<file path="src/rortd_pkg.sv">
// package: constants, register map and carrier types of the ring offset / ring trip block
package rortd_pkg;

  // ---------------------------------------------------------------------------
  // timing
  // ---------------------------------------------------------------------------
  localparam int unsigned CLK_HZ             = 50_000_000;
  localparam int unsigned SAMPLE_RATE_HZ     = 1000;      // ringing / trip sample rate
  localparam int unsigned SAMPLE_TICK_CYCLES = CLK_HZ / SAMPLE_RATE_HZ;
  localparam int unsigned BOOST_TIME_MS      = 10;        // current limit boost length
  localparam logic [7:0]  BOOST_TICKS        = 8'(BOOST_TIME_MS * SAMPLE_RATE_HZ / 1000);

  // ---------------------------------------------------------------------------
  // direct register indices (byte address = 4 * index)
  // ---------------------------------------------------------------------------
  localparam logic [9:0] IDX_IRQ_PEND  = 10'h013;  // 19
  localparam logic [9:0] IDX_IRQ_EN    = 10'h016;  // 22
  localparam logic [9:0] IDX_IND_LO    = 10'h01c;  // 28
  localparam logic [9:0] IDX_IND_HI    = 10'h01d;  // 29
  localparam logic [9:0] IDX_IND_WADDR = 10'h01e;  // 30
  localparam logic [9:0] IDX_IND_RADDR = 10'h01f;  // 31
  localparam logic [9:0] IDX_RING_CTRL = 10'h022;  // 34
  localparam logic [9:0] IDX_ON_LO     = 10'h030;  // 48
  localparam logic [9:0] IDX_ON_HI     = 10'h031;  // 49
  localparam logic [9:0] IDX_OFF_LO    = 10'h032;  // 50
  localparam logic [9:0] IDX_OFF_HI    = 10'h033;  // 51
  localparam logic [9:0] IDX_LINEFEED  = 10'h040;  // 64
  localparam logic [9:0] IDX_STATUS    = 10'h044;  // 68
  localparam logic [9:0] IDX_DEBOUNCE  = 10'h046;  // 70
  localparam logic [9:0] IDX_HIGH_BATT = 10'h04a;  // 74
  localparam logic [9:0] IDX_LCS       = 10'h04f;  // 79
  localparam logic [9:0] IDX_BOOST     = 10'h06c;  // 108

  // indirect register numbers
  localparam logic [7:0] IND_OFFSET    = 8'h06;
  localparam logic [7:0] IND_THRESHOLD = 8'h10;
  localparam logic [7:0] IND_COEF      = 8'h17;
  localparam logic [7:0] IND_HEADROOM  = 8'h1b;

  // ---------------------------------------------------------------------------
  // field positions
  // ---------------------------------------------------------------------------
  localparam int unsigned POS_OFFSET_EN  = 1;   // ring control
  localparam int unsigned POS_ON_TMR_EN  = 2;
  localparam int unsigned POS_OFF_TMR_EN = 3;
  localparam int unsigned POS_BOOST_EN   = 7;
  localparam int unsigned POS_SHADOW     = 4;   // linefeed shadow at [6:4]

  // ---------------------------------------------------------------------------
  // types and reset values
  // ---------------------------------------------------------------------------
  typedef enum logic [2:0] {
    LF_OPEN     = 3'h0,
    LF_ACTIVE   = 3'h1,
    LF_OHT      = 3'h2,
    LF_RINGING  = 3'h4
  } rortd_lf_t;

  typedef enum logic [1:0] {
    PH_IDLE = 2'h0,
    PH_ON   = 2'h1,
    PH_OFF  = 2'h2
  } rortd_phase_t;

  typedef struct packed {
    logic        offset_en;
    logic        on_en;
    logic        off_en;
    logic [15:0] on_time;
    logic [15:0] off_time;
    logic [2:0]  linefeed;
    logic [6:0]  debounce;
    logic [5:0]  high_batt;
    logic        boost_en;
    logic [15:0] offset;
    logic [5:0]  threshold;
    logic [12:0] coef;
    logic [3:0]  headroom;
    logic        irq_en;
  } rortd_cfg_t;

  localparam rortd_cfg_t CFG_RESET = '0;

endpackage : rortd_pkg

</file>
<file path="src/rortd_debounce.sv">
// module: debounce filter for the trip comparator
`timescale 1ns/100ps
module rortd_debounce
  import rortd_pkg::*;
(
  input  wire logic       ref_clk_i,
  input  wire logic       resetn_i,
  input  wire logic       sample_i,
  input  wire logic       in_i,
  input  wire logic [6:0] interval_i,
  output logic            out_o
);

  typedef struct packed {
    logic       out;
    logic [6:0] cnt;
  } rortd_deb_st_t;

  rortd_deb_st_t st;
  rortd_deb_st_t next_st;

  // ---------------------------------------------------------------------------
  // output flips only after the input disagrees for a full interval
  // ---------------------------------------------------------------------------
  always_comb begin
    next_st = st;
    if (sample_i) begin
      if (in_i == st.out) begin
        next_st.cnt = 7'h00;                                     // agreement restarts the wait
      end else if (({1'b0, st.cnt} + 8'h01) >= {1'b0, interval_i}) begin
        next_st.out = in_i;
        next_st.cnt = 7'h00;
      end else begin
        next_st.cnt = st.cnt + 7'h01;
      end
    end
  end

  always_ff @(posedge ref_clk_i or negedge resetn_i) begin
    if (!resetn_i) begin
      st <= '0;
    end else begin
      st <= next_st;
    end
  end

  assign out_o = st.out;

endmodule : rortd_debounce

</file>
<file path="src/rortd_lpf.sv">
// module: loop current low-pass filter and trip threshold comparator
`timescale 1ns/100ps
module rortd_lpf
  import rortd_pkg::*;
(
  input  wire logic        ref_clk_i,
  input  wire logic        resetn_i,
  input  wire logic        sample_i,
  input  wire logic [7:0]  lcs_i,
  input  wire logic [12:0] coef_i,
  input  wire logic [5:0]  threshold_i,
  output logic             above_o
);

  typedef struct packed {
    logic [15:0] y;       // filtered current, 8.8 fixed point
    logic        above;
  } rortd_lpf_st_t;

  rortd_lpf_st_t st;
  rortd_lpf_st_t next_st;
  logic signed [16:0] diff;
  logic signed [30:0] prod;
  logic signed [17:0] sum;

  // ---------------------------------------------------------------------------
  // first order filter: y += (x - y) * coef / 2^13
  // ---------------------------------------------------------------------------
  always_comb begin
    next_st = st;
    diff    = $signed({1'b0, lcs_i, 8'h00}) - $signed({1'b0, st.y});
    prod    = diff * $signed({1'b0, coef_i});
    sum     = $signed({2'b00, st.y}) + prod[30:13];
    if (sample_i) begin
      next_st.y     = sum[15:0];
      next_st.above = st.y[15:8] > {2'b00, threshold_i};
    end
  end

  always_ff @(posedge ref_clk_i or negedge resetn_i) begin
    if (!resetn_i) begin
      st <= '0;
    end else begin
      st <= next_st;
    end
  end

  assign above_o = st.above;

endmodule : rortd_lpf

</file>
<file path="src/rortd_top.sv">
// module: ringing offset, balanced common mode, cadence and ring trip detection with apb registers

`timescale 1ns/100ps
module rortd_top
  import rortd_pkg::*;
#(
  parameter logic [15:0] TICK_CYCLES = 16'(SAMPLE_TICK_CYCLES)
) (
  input  wire logic        ref_clk_i,
  input  wire logic        resetn_i,
  input  wire logic        psel_i,
  input  wire logic        penable_i,
  input  wire logic        pwrite_i,
  input  wire logic [11:0] paddr_i,
  input  wire logic [31:0] pwdata_i,
  output logic [31:0]      prdata_o,
  output logic             pready_o,
  output logic             pslverr_o,
  input  wire logic [7:0]  loop_current_sense_i,
  input  wire logic [15:0] ring_wave_i,
  output logic [15:0]      ring_drive_o,
  output logic             ringing_active_o,
  output logic [5:0]       ringing_common_mode_o,
  output logic             current_boost_o,
  output logic             irq_o
);

  // ---------------------------------------------------------------------------
  // state
  // ---------------------------------------------------------------------------
  typedef struct packed {
    // programmed settings
    rortd_cfg_t   cfg;
    logic [7:0]   ind_lo;
    logic [7:0]   ind_hi;
    logic [7:0]   ind_addr;

    // irq and timing
    logic         irq_pend;
    logic [15:0]  tick_cnt;
    logic         tick;
    rortd_phase_t phase;
    logic [15:0]  cad_cnt;

    // boost, sense sync
    logic [7:0]   boost_cnt;
    logic         boost;
    logic [7:0]   lcs_s1;
    logic [7:0]   lcs_s2;
    logic         trip_q;

    // output flops
    logic [15:0]  ring_drive;
    logic [5:0]   cm;
    logic [31:0]  prdata;
    logic         pslverr;
  } rortd_st_t;

  rortd_st_t  st;
  rortd_st_t  next_st;

  // process glue
  logic       sample;
  logic       above;
  logic       trip_status;
  logic [2:0] shadow;
  logic [9:0] idx;
  logic       setup;
  logic       wr;
  logic       mapped;
  logic [31:0] rd_word;

  // ---------------------------------------------------------------------------
  // linefeed shadow: off phase of a ring shows on-hook transmission
  // ---------------------------------------------------------------------------
  always_comb begin
    if (st.cfg.linefeed != LF_RINGING) begin
      shadow = st.cfg.linefeed;
    end else if (st.phase == PH_OFF) begin
      shadow = LF_OHT;
    end else begin
      shadow = LF_RINGING;
    end
  end

  // detector runs on the sample tick only while the shadow says ringing
  assign sample = st.tick && (shadow == LF_RINGING);

  // ---------------------------------------------------------------------------
  // trip detector chain
  // ---------------------------------------------------------------------------
  // filter, compare, debounce
  rortd_lpf u_lpf (
    .ref_clk_i   (ref_clk_i),
    .resetn_i    (resetn_i),
    .sample_i    (sample),
    .lcs_i       (st.lcs_s2),
    .coef_i      (st.cfg.coef),
    .threshold_i (st.cfg.threshold),
    .above_o     (above)
  );

  rortd_debounce u_deb (
    .ref_clk_i  (ref_clk_i),
    .resetn_i   (resetn_i),
    .sample_i   (sample),
    .in_i       (above),
    .interval_i (st.cfg.debounce),
    .out_o      (trip_status)
  );

  // ---------------------------------------------------------------------------
  // apb decode
  // ---------------------------------------------------------------------------
  // setup reads, access writes
  assign idx   = paddr_i[11:2];
  assign setup = psel_i && !penable_i;
  assign wr    = psel_i && penable_i && pwrite_i && !st.pslverr;

  // read mux, also tells whether the index is mapped
  // unmapped: zero data and an error
  always_comb begin
    mapped  = 1'b1;
    rd_word = 32'h0000_0000;
    unique case (idx)
      IDX_IRQ_PEND:  rd_word[0] = st.irq_pend;
      IDX_IRQ_EN:    rd_word[0] = st.cfg.irq_en;
      IDX_IND_LO:    rd_word[7:0] = st.ind_lo;
      IDX_IND_HI:    rd_word[7:0] = st.ind_hi;
      IDX_IND_WADDR: rd_word[7:0] = st.ind_addr;
      IDX_IND_RADDR: rd_word[7:0] = st.ind_addr;
      IDX_RING_CTRL: begin
        rd_word[POS_OFFSET_EN]  = st.cfg.offset_en;
        rd_word[POS_ON_TMR_EN]  = st.cfg.on_en;
        rd_word[POS_OFF_TMR_EN] = st.cfg.off_en;
      end
      IDX_ON_LO:     rd_word[7:0] = st.cfg.on_time[7:0];
      IDX_ON_HI:     rd_word[7:0] = st.cfg.on_time[15:8];
      IDX_OFF_LO:    rd_word[7:0] = st.cfg.off_time[7:0];
      IDX_OFF_HI:    rd_word[7:0] = st.cfg.off_time[15:8];
      IDX_LINEFEED: begin
        rd_word[2:0] = st.cfg.linefeed;
        rd_word[POS_SHADOW +: 3] = shadow;
      end
      IDX_STATUS:    rd_word[0] = trip_status;
      IDX_DEBOUNCE:  rd_word[6:0] = st.cfg.debounce;
      IDX_HIGH_BATT: rd_word[5:0] = st.cfg.high_batt;
      IDX_LCS:       rd_word[7:0] = st.lcs_s2;
      IDX_BOOST:     rd_word[POS_BOOST_EN] = st.cfg.boost_en;
      default:       mapped = 1'b0;
    endcase
  end

  // ---------------------------------------------------------------------------
  // next state
  // ---------------------------------------------------------------------------
  always_comb begin
    next_st = st;

    // pin synchroniser for the loop current sense sample
    // bits may skew; filter smooths it
    next_st.lcs_s1 = loop_current_sense_i;
    next_st.lcs_s2 = st.lcs_s1;

    // 1 kHz sample tick
    // free running, not tied to ring start
    next_st.tick = 1'b0;
    if (st.tick_cnt >= TICK_CYCLES - 16'h0001) begin
      next_st.tick_cnt = 16'h0000;
      next_st.tick     = 1'b1;
    end else begin
      next_st.tick_cnt = st.tick_cnt + 16'h0001;
    end

    // read data is captured in the setup phase so it comes from flops
    if (setup) begin
      next_st.prdata  = mapped ? rd_word : 32'h0000_0000;
      next_st.pslverr = !mapped;
    end

    // register writes take effect in the access phase
    if (wr) begin
      unique case (idx)
        IDX_IRQ_EN:    next_st.cfg.irq_en = pwdata_i[0];
        IDX_IND_LO:    next_st.ind_lo = pwdata_i[7:0];
        IDX_IND_HI:    next_st.ind_hi = pwdata_i[7:0];
        IDX_IND_WADDR: begin
          next_st.ind_addr = pwdata_i[7:0];
          unique case (pwdata_i[7:0])
            IND_OFFSET:    next_st.cfg.offset    = {st.ind_hi, st.ind_lo};
            IND_THRESHOLD: next_st.cfg.threshold = st.ind_lo[5:0];
            IND_COEF:      next_st.cfg.coef      = {st.ind_hi[4:0], st.ind_lo};
            IND_HEADROOM:  next_st.cfg.headroom  = st.ind_lo[3:0];
            default:       next_st.ind_addr = pwdata_i[7:0];     // unknown indirect: ignored
          endcase
        end
        IDX_IND_RADDR: begin
          next_st.ind_addr = pwdata_i[7:0];
          unique case (pwdata_i[7:0])
            IND_OFFSET:    {next_st.ind_hi, next_st.ind_lo} = st.cfg.offset;
            IND_THRESHOLD: {next_st.ind_hi, next_st.ind_lo} = {10'h000, st.cfg.threshold};
            IND_COEF:      {next_st.ind_hi, next_st.ind_lo} = {3'h0, st.cfg.coef};
            IND_HEADROOM:  {next_st.ind_hi, next_st.ind_lo} = {12'h000, st.cfg.headroom};
            default:       {next_st.ind_hi, next_st.ind_lo} = 16'h0000;
          endcase
        end
        IDX_RING_CTRL: begin
          next_st.cfg.offset_en = pwdata_i[POS_OFFSET_EN];
          next_st.cfg.on_en     = pwdata_i[POS_ON_TMR_EN];
          next_st.cfg.off_en    = pwdata_i[POS_OFF_TMR_EN];
        end
        IDX_ON_LO:     next_st.cfg.on_time[7:0]   = pwdata_i[7:0];
        IDX_ON_HI:     next_st.cfg.on_time[15:8]  = pwdata_i[7:0];
        IDX_OFF_LO:    next_st.cfg.off_time[7:0]  = pwdata_i[7:0];
        IDX_OFF_HI:    next_st.cfg.off_time[15:8] = pwdata_i[7:0];
        IDX_LINEFEED:  next_st.cfg.linefeed = pwdata_i[2:0];
        IDX_DEBOUNCE:  next_st.cfg.debounce = pwdata_i[6:0];
        IDX_HIGH_BATT: next_st.cfg.high_batt = pwdata_i[5:0];
        IDX_BOOST:     next_st.cfg.boost_en = pwdata_i[POS_BOOST_EN];
        default:       next_st.cfg = st.cfg;                     // read-only or pending: no store
      endcase
    end

    // cadence: on and off timers count sample ticks
    unique case (st.phase)
      PH_IDLE: begin
        if (st.cfg.linefeed == LF_RINGING) begin
          next_st.phase   = PH_ON;
          next_st.cad_cnt = 16'h0000;
          next_st.cm = (st.cfg.high_batt > {2'b00, st.cfg.headroom}) ?
                       st.cfg.high_batt - {2'b00, st.cfg.headroom} : 6'h00;
        end
      end

      // on timer
      PH_ON: begin
        if (st.tick && st.cfg.on_en) begin
          if (st.cad_cnt + 16'h0001 >= st.cfg.on_time) begin
            next_st.phase   = PH_OFF;
            next_st.cad_cnt = 16'h0000;
          end else begin
            next_st.cad_cnt = st.cad_cnt + 16'h0001;
          end
        end
      end

      // off needs both timers
      PH_OFF: begin
        if (st.tick && st.cfg.off_en && st.cfg.on_en) begin
          if (st.cad_cnt + 16'h0001 >= st.cfg.off_time) begin
            next_st.phase   = PH_ON;
            next_st.cad_cnt = 16'h0000;
          end else begin
            next_st.cad_cnt = st.cad_cnt + 16'h0001;
          end
        end
      end
      default: next_st.phase = PH_IDLE;
    endcase

    // leaving the ringing state ends the cadence at once
    // and releases the common mode
    if (st.cfg.linefeed != LF_RINGING && st.phase != PH_IDLE) begin
      next_st.phase   = PH_IDLE;
      next_st.cad_cnt = 16'h0000;
      next_st.cm      = 6'h00;
    end

    // current limit boost on the step from ringing into a dc feed state
    // load lasts one cycle
    if (st.cfg.linefeed != LF_RINGING && st.phase != PH_IDLE &&
        st.cfg.linefeed != LF_OPEN && st.cfg.boost_en) begin
      next_st.boost_cnt = BOOST_TICKS;
    end else if (st.tick && st.boost_cnt != 8'h00) begin
      next_st.boost_cnt = st.boost_cnt - 8'h01;
    end
    next_st.boost = next_st.boost_cnt != 8'h00;

    // ringing output: offset only when enabled and only in the on phase
    if (st.phase == PH_ON) begin
      next_st.ring_drive = st.cfg.offset_en ? ring_wave_i + st.cfg.offset : ring_wave_i;
    end else begin
      next_st.ring_drive = 16'h0000;
    end

    // sticky pending flag: a new trip wins over a same-cycle clear
    // starts low like the status
    next_st.trip_q = trip_status;
    if (wr && idx == IDX_IRQ_PEND && pwdata_i[0]) begin
      next_st.irq_pend = 1'b0;
    end
    if (trip_status && !st.trip_q) begin
      next_st.irq_pend = 1'b1;
    end
  end

  // ---------------------------------------------------------------------------
  // registers
  // ---------------------------------------------------------------------------
  always_ff @(posedge ref_clk_i or negedge resetn_i) begin
    if (!resetn_i) begin
      st     <= '0;
      st.cfg <= CFG_RESET;
    end else begin
      st <= next_st;
    end
  end

  // ---------------------------------------------------------------------------
  // outputs
  // ---------------------------------------------------------------------------
  assign prdata_o              = st.prdata;
  assign pready_o              = 1'b1;                           // zero wait states
  assign pslverr_o             = psel_i && penable_i && st.pslverr;

  // line side
  assign ring_drive_o          = st.ring_drive;
  assign ringing_active_o      = st.phase == PH_ON;
  assign ringing_common_mode_o = st.cm;                          // 0.75 V per step
  assign current_boost_o       = st.boost;

  // interrupt
  assign irq_o                 = st.irq_pend && st.cfg.irq_en;

endmodule : rortd_top

</file>
<file path="config.mk">
export PLATFORM = sky130hd
export DESIGN_NAME = rortd_top
export DESIGN_NICKNAME = d
export VERILOG_FILES = /design/src/rortd_pkg.sv /design/src/rortd_debounce.sv /design/src/rortd_lpf.sv /design/src/rortd_top.sv
export SDC_FILE = /design/constraint.sdc
export NUM_CORES = 1
export LEC_CHECK = 0
export ABC_AREA = 1
export BUFFER_PORTS_ARGS = -buffer_cell sky130_fd_sc_hd__buf_2
export CAP_MARGIN = 20
export CORE_AREA = 5 5 280 282
export CTS_BUF_LIST = sky130_fd_sc_hd__clkbuf_16
export CTS_CLUSTER_SIZE = 16
export DETAILED_ROUTE_END_ITERATION = 10
export DIE_AREA = 0 0 285 287
export PLACE_DENSITY = 0.54
export RECOVER_POWER = 50
export SKIP_CTS_REPAIR_TIMING = 1
export SLEW_MARGIN = 15
export SYNTH_ARGS = -nofsm -noshare
export SYNTH_HDL_FRONTEND = slang
export SYNTH_HIERARCHICAL = 1
export SYNTH_SLANG_ARGS = --single-unit
</file>
<file path="constraint.sdc">
create_clock -name ref_clk_i -period 13.7 [get_ports ref_clk_i]
set_input_delay 0 -clock ref_clk_i [delete_from_list [all_inputs] [get_ports ref_clk_i]]
set_output_delay 0 -clock ref_clk_i [all_outputs]
set_load 0.01 [all_outputs]
</file>
==> impl_metrics.tcl, run 1 <==
set metrics [dict create \
    hp-class "input pin to flip-flop" \
    grt_overflow 0 \
    final-max-slew-violation-count 266 \
    syn_area_per_cell_sq_um 7.574 \
    htreeDepth 1 \
    first_pass_iters 7 \
    synth_cells 3063 \
    crit_path_start_kind "flip-flop" \
    reg2reg_slack_ns 4.63 \
    cp_slowest_cell "dfrtp_1" \
    path_clk_slew_ns 0.07 \
    antennaDiodeCount 0 \
    port_buffers 80 \
    synth.area.top_cells "dfrtp_1 25%, fa_1 18%, nand2_1 13%, ha_1 9.3%, inv_1 9.2%" \
    crit_required_ns 14.12 \
    grt_pass1_wl_mm 105.5 \
    worst_pin_slew_ns 5.017 \
    antenna_found_initial 1 \
    path_class "flip-flop to flip-flop" \
    die-width_um 285 \
    crit_start "u_lpf/st[1]" \
    slowest_delay_ns 0.62 \
    synth_area_leader_cell "dfrtp_1" \
    final_nets 3583 \
    ioPinCount 132 \
    synthMuxAreaShare_pct 0.09168 \
    r2r-start "u_lpf/st[1]" \
    ys_seq_elements 234 \
    finalCriticalPeriod_ns 9.067 \
    min_period_over_period_pct 66.18 \
    wirelength_mm 65.10 \
    ir_worst_vdd_uv 64.95 \
    yosys_warnings 6 \
    synthDominantCellAreaShare_pct 25.24 \
    layoutNonFillerInstCount 4129 \
    first_global_vias 18950 \
    layout-drive-gt1-share_pct 5.395 \
    gp_congestion 0.9115 \
    post_drt_wl_per_cell_um 15.77 \
    cp.arrival_ns 9.48 \
    syn_area_sq_um 23200 \
    die_area_sq_um 81800 \
    synth_top_family_by_area "adder cells" \
    hold_viol_final 7 \
    die_h_um 287 \
    fill_cells 8049 \
    clk_latency_ns 0.55 \
    relSlewSlack_pct -234.5 \
    yosys.area_share.simple_pct 24.41 \
    grt_max_degree 94 \
    endpoint "u_lpf/st[15]" \
    start_util_pct 30.75 \
    synth_fa_ha_area_share_pct 26.97 \
    status "finished with violations" \
    cap_violations 4 \
    power_density_nw_per_um2 63.39 \
    vias_per_cell 4.620 \
    finClkSkew_ns 0.01424 \
    core-area_sq_um 75440 \
    setup_ws_ns 4.633 \
    worstReg2RegEnd "u_lpf/st[15]" \
    drc_errors 0 \
    final_antenna_net_count 0 \
    place_ws_ns 4.632 \
    dp_cells 4047 \
    ys_seq_area_share_pct 25.24 \
    synth_common_cells "773 x nand2_1, 570 x inv_1, 275 x nor2_1, 234 x dfrtp_1, 205 x fa_1" \
    synthXorXnorAreaFrac_pct 2.368 \
    clock-sinks 234 \
    cts_tree "yes" \
    violations "hold timing, capacitance limit, slew limit" \
    timing.critical_path.fanout_max 15 \
    grt_setup_unrepaired "false" \
    root_buffer "clkbuf_16" \
    crit_path_end_kind "flip-flop" \
    async_flop_share_pct 100.0 \
    cts_buffers 25 \
    initialDrtViolationCount 1263 \
    yosysMostFrequentCell "nand2_1" \
    fmax_mhz 110.3 \
    dr_total_vias 19080 \
    clk_path_buf_depth 3 \
    hp-start "penable_i" \
    dp_hpwl_mm 51.43 \
    num_rows 101 \
    setup_tns_ns 0 \
    p_total_mw 1.607 \
    p_leak_nw 13.29 \
    reg2reg_depth 38 \
    synth-compound-area-share_pct 8.521 \
    grt.total_usage_pct 15.92 \
    synthFlopType "dfrtp_1" \
    ys_types 66 \
    synth_edf_count 0 \
    holdWs_ns -0.07414 \
    area_growth_pct 9.287 \
    setup_viol 0 \
]
-- per-stage QoR --
step | cell area, sq um | hold slack [ns] | util [%]
5_1_grt | 25350 | -0.02191 | 33.61
3_5_place_dp | 24360 | 0.04062 | 32.29
2_1_floorplan | 23290 | -0.2956 | -
4_1_cts | 25100 | -0.5406 | 33.27
6_report | 25350 | -0.07414 | 33.61
3_3_place_gp | 24350 | 0.03813 | 32.28
-- how the worst min path moves through the flow --
stage | end | slack [ns] | cells past startpoint
final | prdata_o[0] | -0.07 | 4
after floorplan | current_boost_o | -0.30 | 0
after global placement | ring_drive_o[10] | 0.04 | 1
after global routing | prdata_o[1] | -0.02 | 4
after CTS | ring_drive_o[10] | -0.54 | 1
after detailed placement | ring_drive_o[10] | 0.04 | 1
-- cells by family after synthesis --
logic type,after synthesis
other,2
adder cells (fa/ha/maj),377
XOR/XNOR,61
multiplexers,2
AO/OA/AOI/OAI,361
flip-flops,234
buffers and inverters,697
AND/OR/NAND/NOR,1329
-- power by group --
part	switching, mW	internal (mW)
registers	0.0105	0.710
logic	0.171	0.0618
clock network	0.304	0.350
total	0.486	1.12
-- area by class of cell --
class,count,area [sq um],share of cell area (%)
repair buffers,130,815.8,3.218
multi-input cells,2155,14510,57.23
clock buffers,25,625.6,2.467
inverters,587,2203,8.690
clock inverters,20,118.9,0.4688
well taps,978,1224,4.826
flip-flops and latches,234,5856,23.10
-- routing by layer --
metal	vias to the layer above	wire length [um]	track usage [%]
li1	9570	-	-
met3	62	2443	1.475
met4	0	966	2.435
met1	9069	31610	23.24
met5	-	0	0
met2	376	30080	26.33
-- worst max-delay path, delay by kind of cell (launching register included) --
kind | cells | cell delay (ns)
adders and majority gates | 9 | 3.74
and+or+nand+nor | 11 | 1.60
xor gates and xnor gates | 2 | 0.76
DFF | 1 | 0.62
AOI/OAI and AO/OA | 9 | 1.45
buffers and inverters | 7 | 0.77
-- placed cells by master (no fill, tap or decap), types with 3 or more instances in the layout --
master,count
buf_2,44
nor2_1,277
xnor2_1,19
clkinv_2,4
a31oi_1,5
dfrtp_1,234
nand2_4,4
a21o_1,7
nand3b_1,4
and3_1,4
clkinv_1,8
fa_1,205
nor4_1,6
inv_2,15
o21ai_1,54
or2_2,11
nand3_2,5
o21bai_1,5
conb_1,25
nand2_2,9
inv_1,576
xor2_1,40
nor3_4,3
clkbuf_1,38
o211ai_1,5
nor2_2,11
o21a_1,4
ha_1,172
clkbuf_16,25
nand2_1,775
a21oi_1,100
o21ai_0,148
o22ai_1,13
buf_4,11
nor2_4,6
nor3_1,31
nand3_1,132
dlygate4sd3_1,37
nand4_1,41
-- flip-flops by register name (all words and copies together), names as in the netlist --
register	count
st	170
ring_drive_o	16
current_boost_o	1
u_lpf/above_o	1
ringing_common_mode_o	6
next_st	8
u_lpf/st	16
u_deb/out_o	1
u_deb/st	7
prdata_o	8
No activity file was read; power rests on OpenSTA's default activity.
==> inputs of run 2 (changes only) <==
--- a/config.mk
+++ b/config.mk
@@ -13,7 +13,7 @@
 export CTS_CLUSTER_SIZE = 16
 export DETAILED_ROUTE_END_ITERATION = 10
 export DIE_AREA = 0 0 285 287
-export PLACE_DENSITY = 0.54
+export PLACE_DENSITY = 0.56
 export RECOVER_POWER = 50
 export SKIP_CTS_REPAIR_TIMING = 1
 export SLEW_MARGIN = 15
==> constraint.sdc (replaced) <==
create_clock -name ref_clk_i -period 7.3 [get_ports ref_clk_i]
set_input_delay 0 -clock ref_clk_i [delete_from_list [all_inputs] [get_ports ref_clk_i]]
set_output_delay 0 -clock ref_clk_i [all_outputs]
set_load 0.01 [all_outputs]
==> impl_metrics.tcl, run 2 (synthesized netlist as in run 1, its figures left out) <==
set metrics [dict create \
    status "finished with violations" \
    violations "hold timing, capacitance limit, slew limit, setup timing" \
    hp-start "penable_i" \
    grt_max_degree 149 \
    holdWs_ns -0.03696 \
    layout-drive-gt1-share_pct 18.28 \
    reg2reg_depth 39 \
    crit_path_end_kind "flip-flop" \
    hp-class "input pin to flip-flop" \
    finClkSkew_ns 0.01619 \
    fmax_mhz 127.1 \
    antenna_found_initial 5 \
    crit_required_ns 7.74 \
    swShare_pct 28.82 \
    cts_tree "yes" \
    grt_setup_unrepaired "true" \
    grt_pass1_wl_mm 108.5 \
    largest_register "st" \
    power.share.clock_pct 44.2 \
    final_nets 3828 \
    worstReg2RegEnd "u_lpf/st[15]" \
    setup_viol 10 \
    dr_total_vias 20380 \
    path_class "flip-flop to flip-flop" \
    ioPinCount 132 \
    reg2reg_slack_ns -0.56 \
    root_buffer "clkbuf_16" \
    core-area_sq_um 75440 \
    htreeDepth 1 \
    cap_violations 3 \
    wirelength_mm 70.09 \
    die_area_sq_um 81800 \
    first_pass_iters 7 \
    p_comb_share_pct 14.6 \
    clk_latency_ns 0.57 \
    layout_commonest_cell "nand2_1" \
    ir_worst_vdd_uv 173.5 \
    pwr-share-seq_pct 41.3 \
    initialDrtViolationCount 1387 \
    cts_buffers 27 \
    port_buffers 80 \
    largest_reg_flops 170 \
    hold_viol_final 1 \
    gp_congestion 0.9131 \
    r2r-start "u_lpf/st[1]" \
    timing.critical_path.fanout_max 4 \
    crit_path_frequent_cell "fa_1" \
    post_drt_wl_per_cell_um 16.01 \
    finalCriticalPeriod_ns 7.865 \
    hold_depth 4 \
    crit_path_start_kind "flip-flop" \
    p_leak_nw 14.82 \
    worst_pin_slew_ns 4.983 \
    grt.total_usage_pct 16.50 \
    p_int_mw 2.334 \
    grt_overflow 0 \
    min_to "prdata_o[3]" \
    die_h_um 287 \
    clock-sinks 234 \
    post_dp_cell_area_sq_um 26230 \
    p_sw_uw 945.1 \
    vias_per_cell 4.655 \
    slowest_delay_ns 0.63 \
    die-width_um 285 \
    power_density_nw_per_um2 114.7 \
    drc_errors 0 \
    final-max-slew-violation-count 264 \
    cp.arrival_ns 8.31 \
    relSlewSlack_pct -232.2 \
    area_growth_pct 23.19 \
    start_util_pct 30.75 \
    place_ws_ns -0.8214 \
    path_clk_slew_ns 0.07 \
    num_rows 101 \
    min_period_over_period_pct 107.7 \
    postLayoutCellArea_sq_um 28580 \
    clk_path_buf_depth 3 \
    setup_ws_ns -0.5649 \
    cp_slowest_cell "fa_2" \
    first_global_vias 19610 \
    dp_hpwl_mm 55.60 \
    final_antenna_net_count 0 \
    layout_common_cells "736 x nand2_1, 538 x inv_1, 262 x nor2_1" \
]
[run 2: cell count changes in the layout (fill, tap and decap cells not counted), moves of 15 or more]
cell,previous run,this run
ha_1,172,148
a21oi_1,100,76
ha_4,0,23
inv_1,576,538
nand3_1,132,114
buf_4,11,238
a21oi_2,2,21
nor2_1,277,262
inv_2,15,46
nand2_2,9,37
nand3_2,5,22
o21ai_0,148,127
nand2_1,775,736
o21ai_1,54,69
[run 2: how the worst max path moves through the flow]
stage                           start      endpoint  slack [ns]
after floorplan           u_lpf/st[9]  u_lpf/st[15]       -0.14
after detailed placement       st[56]  u_lpf/st[15]       -0.82
after global placement         st[56]  u_lpf/st[15]       -0.88
after CTS                      st[56]  u_lpf/st[15]       -0.84
final                     u_lpf/st[1]  u_lpf/st[15]       -0.56
after global routing      u_lpf/st[1]  u_lpf/st[15]       -0.95
[run 2: worst max-delay path: cells and delay by family, from the launching register on]
kind,cells,cell delay [ns]
adder cells (fa/ha/maj),8,3.52
AND/OR/NAND/NOR,14,1.78
AO/OA/AOI/OAI,9,1.15
buffers and inverters,7,0.71
flip-flops,1,0.40
XOR/XNOR,1,0.17
[run 2: per-layer routing]
layer / share of wire [%] / track usage, % / up-vias / wire length, um
li1: - / - / 10050 / -
met1: 44 / 22.51 / 9739 / 31070
met2: 48 / 27.81 / 502 / 33620
met3: 4.9 / 2.078 / 86 / 3462
met4: 2.8 / 4.469 / 0 / 1932
met5: 0 / 0 / - / 0
[run 2: cell type report]
| cell class | instances | area, sq um |
|---|---|---|
| antenna | 2 | 5.005 |
| clock buffer | 27 | 675.6 |
| clock inverter | 22 | 241.5 |
| fill | 7733 | 46860 |
| inverter | 587 | 2220 |
| multi-input combinational | 2155 | 15570 |
| sequential | 234 | 5859 |
| tap | 978 | 1224 |
| timing repair buffer | 373 | 2780 |
[run 2: power groups by stage]
stage	Clock (mW)	Sequential [mW]	Combinational, mW
floorplan	0	1.37	0.296
global placement	0	1.38	0.466
detailed placement	0	1.38	0.465
CTS	1.49	1.35	0.467
global route	1.54	1.36	0.531
finish	1.45	1.35	0.477
[run 2: stage by stage]
stage / TNS, ns / utilization, % / total power [mW] / hold slack [ns] / std cells
final: -3.744 / 37.88 / 3.279 / -0.03696 / 4378
after global routing: -57.65 / 37.88 / 3.425 / -0.009773 / 4377
after CTS: -6.973 / 35.99 / 3.313 / -0.5402 / 4304
after detailed placement: -6.871 / 34.77 / 1.840 / 0.08663 / 4255
after global placement: -6.284 / 34.77 / 1.842 / 0.09084 / 4255
after floorplan: -0.1373 / - / 1.665 / -0.2956 / 3086
==> inputs of run 3 (changes only) <==
--- a/config.mk
+++ b/config.mk
@@ -8,11 +8,11 @@
 export ABC_AREA = 1
 export BUFFER_PORTS_ARGS = -buffer_cell sky130_fd_sc_hd__buf_2
 export CAP_MARGIN = 20
-export CORE_AREA = 5 5 280 282
+export CORE_AREA = 2 2 277 279
 export CTS_BUF_LIST = sky130_fd_sc_hd__clkbuf_16
 export CTS_CLUSTER_SIZE = 16
 export DETAILED_ROUTE_END_ITERATION = 10
-export DIE_AREA = 0 0 285 287
+export DIE_AREA = 0 0 279 281
 export PLACE_DENSITY = 0.56
 export RECOVER_POWER = 50
 export SKIP_CTS_REPAIR_TIMING = 1
==> impl_metrics.tcl, run 3 (synthesized netlist as in run 1, its figures left out) <==
set metrics [dict create \
    grt_max_degree 153 \
    clk_latency_ns 0.59 \
    hp-class "input pin to flip-flop" \
    drc_errors 0 \
    ir_worst_vdd_uv 172.1 \
    first_global_vias 19590 \
    grt_setup_unrepaired "true" \
    start_util_pct 30.75 \
    grt.total_usage_pct 17.50 \
    grt_overflow 0 \
    core-area_sq_um 75440 \
    cap_violations 3 \
    path_clk_slew_ns 0.06 \
    finClkSkew_ns 0.03776 \
    area_growth_pct 22.21 \
    vias_per_cell 4.609 \
    layout_commonest_cell "nand2_1" \
    dp_cells 4258 \
    cts_tree "yes" \
    port_buffers 80 \
    crit_path_start_kind "flip-flop" \
    clock-sinks 234 \
    layoutNonFillerInstCount 4378 \
    largest_reg_flops 170 \
    wirelength_mm 68.63 \
    final_antenna_net_count 0 \
    setup_tns_ns -3.267 \
    critPathTopFamily "adder cells" \
    status "finished with violations" \
    layout-drive-gt1-share_pct 17.12 \
    initialDrtViolationCount 1369 \
    setup_ws_ns -0.6368 \
    worst_pin_slew_ns 4.676 \
    crit_path_frequent_cell "fa_1" \
    setup_viol 9 \
    cp.arrival_ns 8.40 \
    relSlewSlack_pct -211.7 \
    die-width_um 279 \
    min_period_over_period_pct 108.7 \
    cts_buffers 28 \
    final-max-slew-violation-count 264 \
    layout_common_cells "744 x nand2_1, 540 x inv_1, 262 x nor2_1" \
    root_buffer "clkbuf_16" \
    p_leak_nw 14.75 \
    post_drt_wl_per_cell_um 15.68 \
    hold_viol_final 0 \
    finalCriticalPeriod_ns 7.937 \
    die_h_um 281 \
    dp_hpwl_mm 54.66 \
    path_class "flip-flop to flip-flop" \
    violations "capacitance limit, slew limit, setup timing" \
    largest_register "st" \
    cp_slowest_cell "fa_1" \
    crit_path_end_kind "flip-flop" \
    place_ws_ns -0.8007 \
    timing.critical_path.fanout_max 4 \
    crit_required_ns 7.76 \
    num_rows 101 \
    dr_total_vias 20180 \
    final_nets 3830 \
    fmax_mhz 126.0 \
    power_density_nw_per_um2 115.8 \
    slowest_delay_ns 0.54 \
    htreeDepth 1 \
    gp_congestion 0.9179 \
    antenna_found_initial 3 \
    first_pass_iters 6 \
    ioPinCount 132 \
    crit_buf_inv 8 \
    die_area_sq_um 78400 \
    clk_path_buf_depth 3 \
    p_total_mw 3.284 \
    grt_pass1_wl_mm 108.3 \
]
[run 3: through the flow]
stage	cell area, sq um	hold slack [ns]	util (%)
after floorplan	23490	-0.2956	-
after global placement	26180	0.08598	34.70
after detailed placement	26180	0.07744	34.70
after CTS	27100	-0.5629	35.93
after global routing	28350	0.03348	37.58
final	28350	0.04846	37.58
[run 3: cell type report]
class	instances	area (sq um)
fill	7824	47090
clock buffer	28	700.7
timing repair buffer	374	2774
clock inverter	21	222.7
sequential	234	5858
inverter	587	2222
tap	978	1224
multi-input combinational	2155	15350
antenna	1	2.502
[run 3: path summary, 6_finish.rpt]
kind / start / to / slack [ns] / depth (start not counted)
worst max register to register: st[56] / u_lpf/st[15] / -0.64 / 42
worst min-delay path: loop_current_sense_i[5] / next_st[61] / 0.05 / 2
min in group asynchronous: resetn_i / next_st[56] / 1.66 / 2
max in group asynchronous: resetn_i / st[166] / 1.42 / 3
worst min register to register: next_st[61] / st[61] / 0.35 / 0
worst max-delay path: st[56] / u_lpf/st[15] / -0.64 / 42
[run 3: metal layers]
layer	global-route usage, %	vias up	share of wire (%)
li1	-	10050	-
met1	23.87	9570	45
met2	29.18	474	47
met3	2.120	87	4.9
met4	4.894	0	2.7
met5	0	-	0
[run 3: where the power goes]
| group | internal [mW] | switching (mW) | leakage, nW | total, mW |
|---|---|---|---|---|
| Combinational | 0.155 | 0.328 | 11.1 | 0.483 |
| Sequential | 1.33 | 0.0192 | 3.16 | 1.35 |
| Clock | 0.837 | 0.612 | 0.461 | 1.45 |
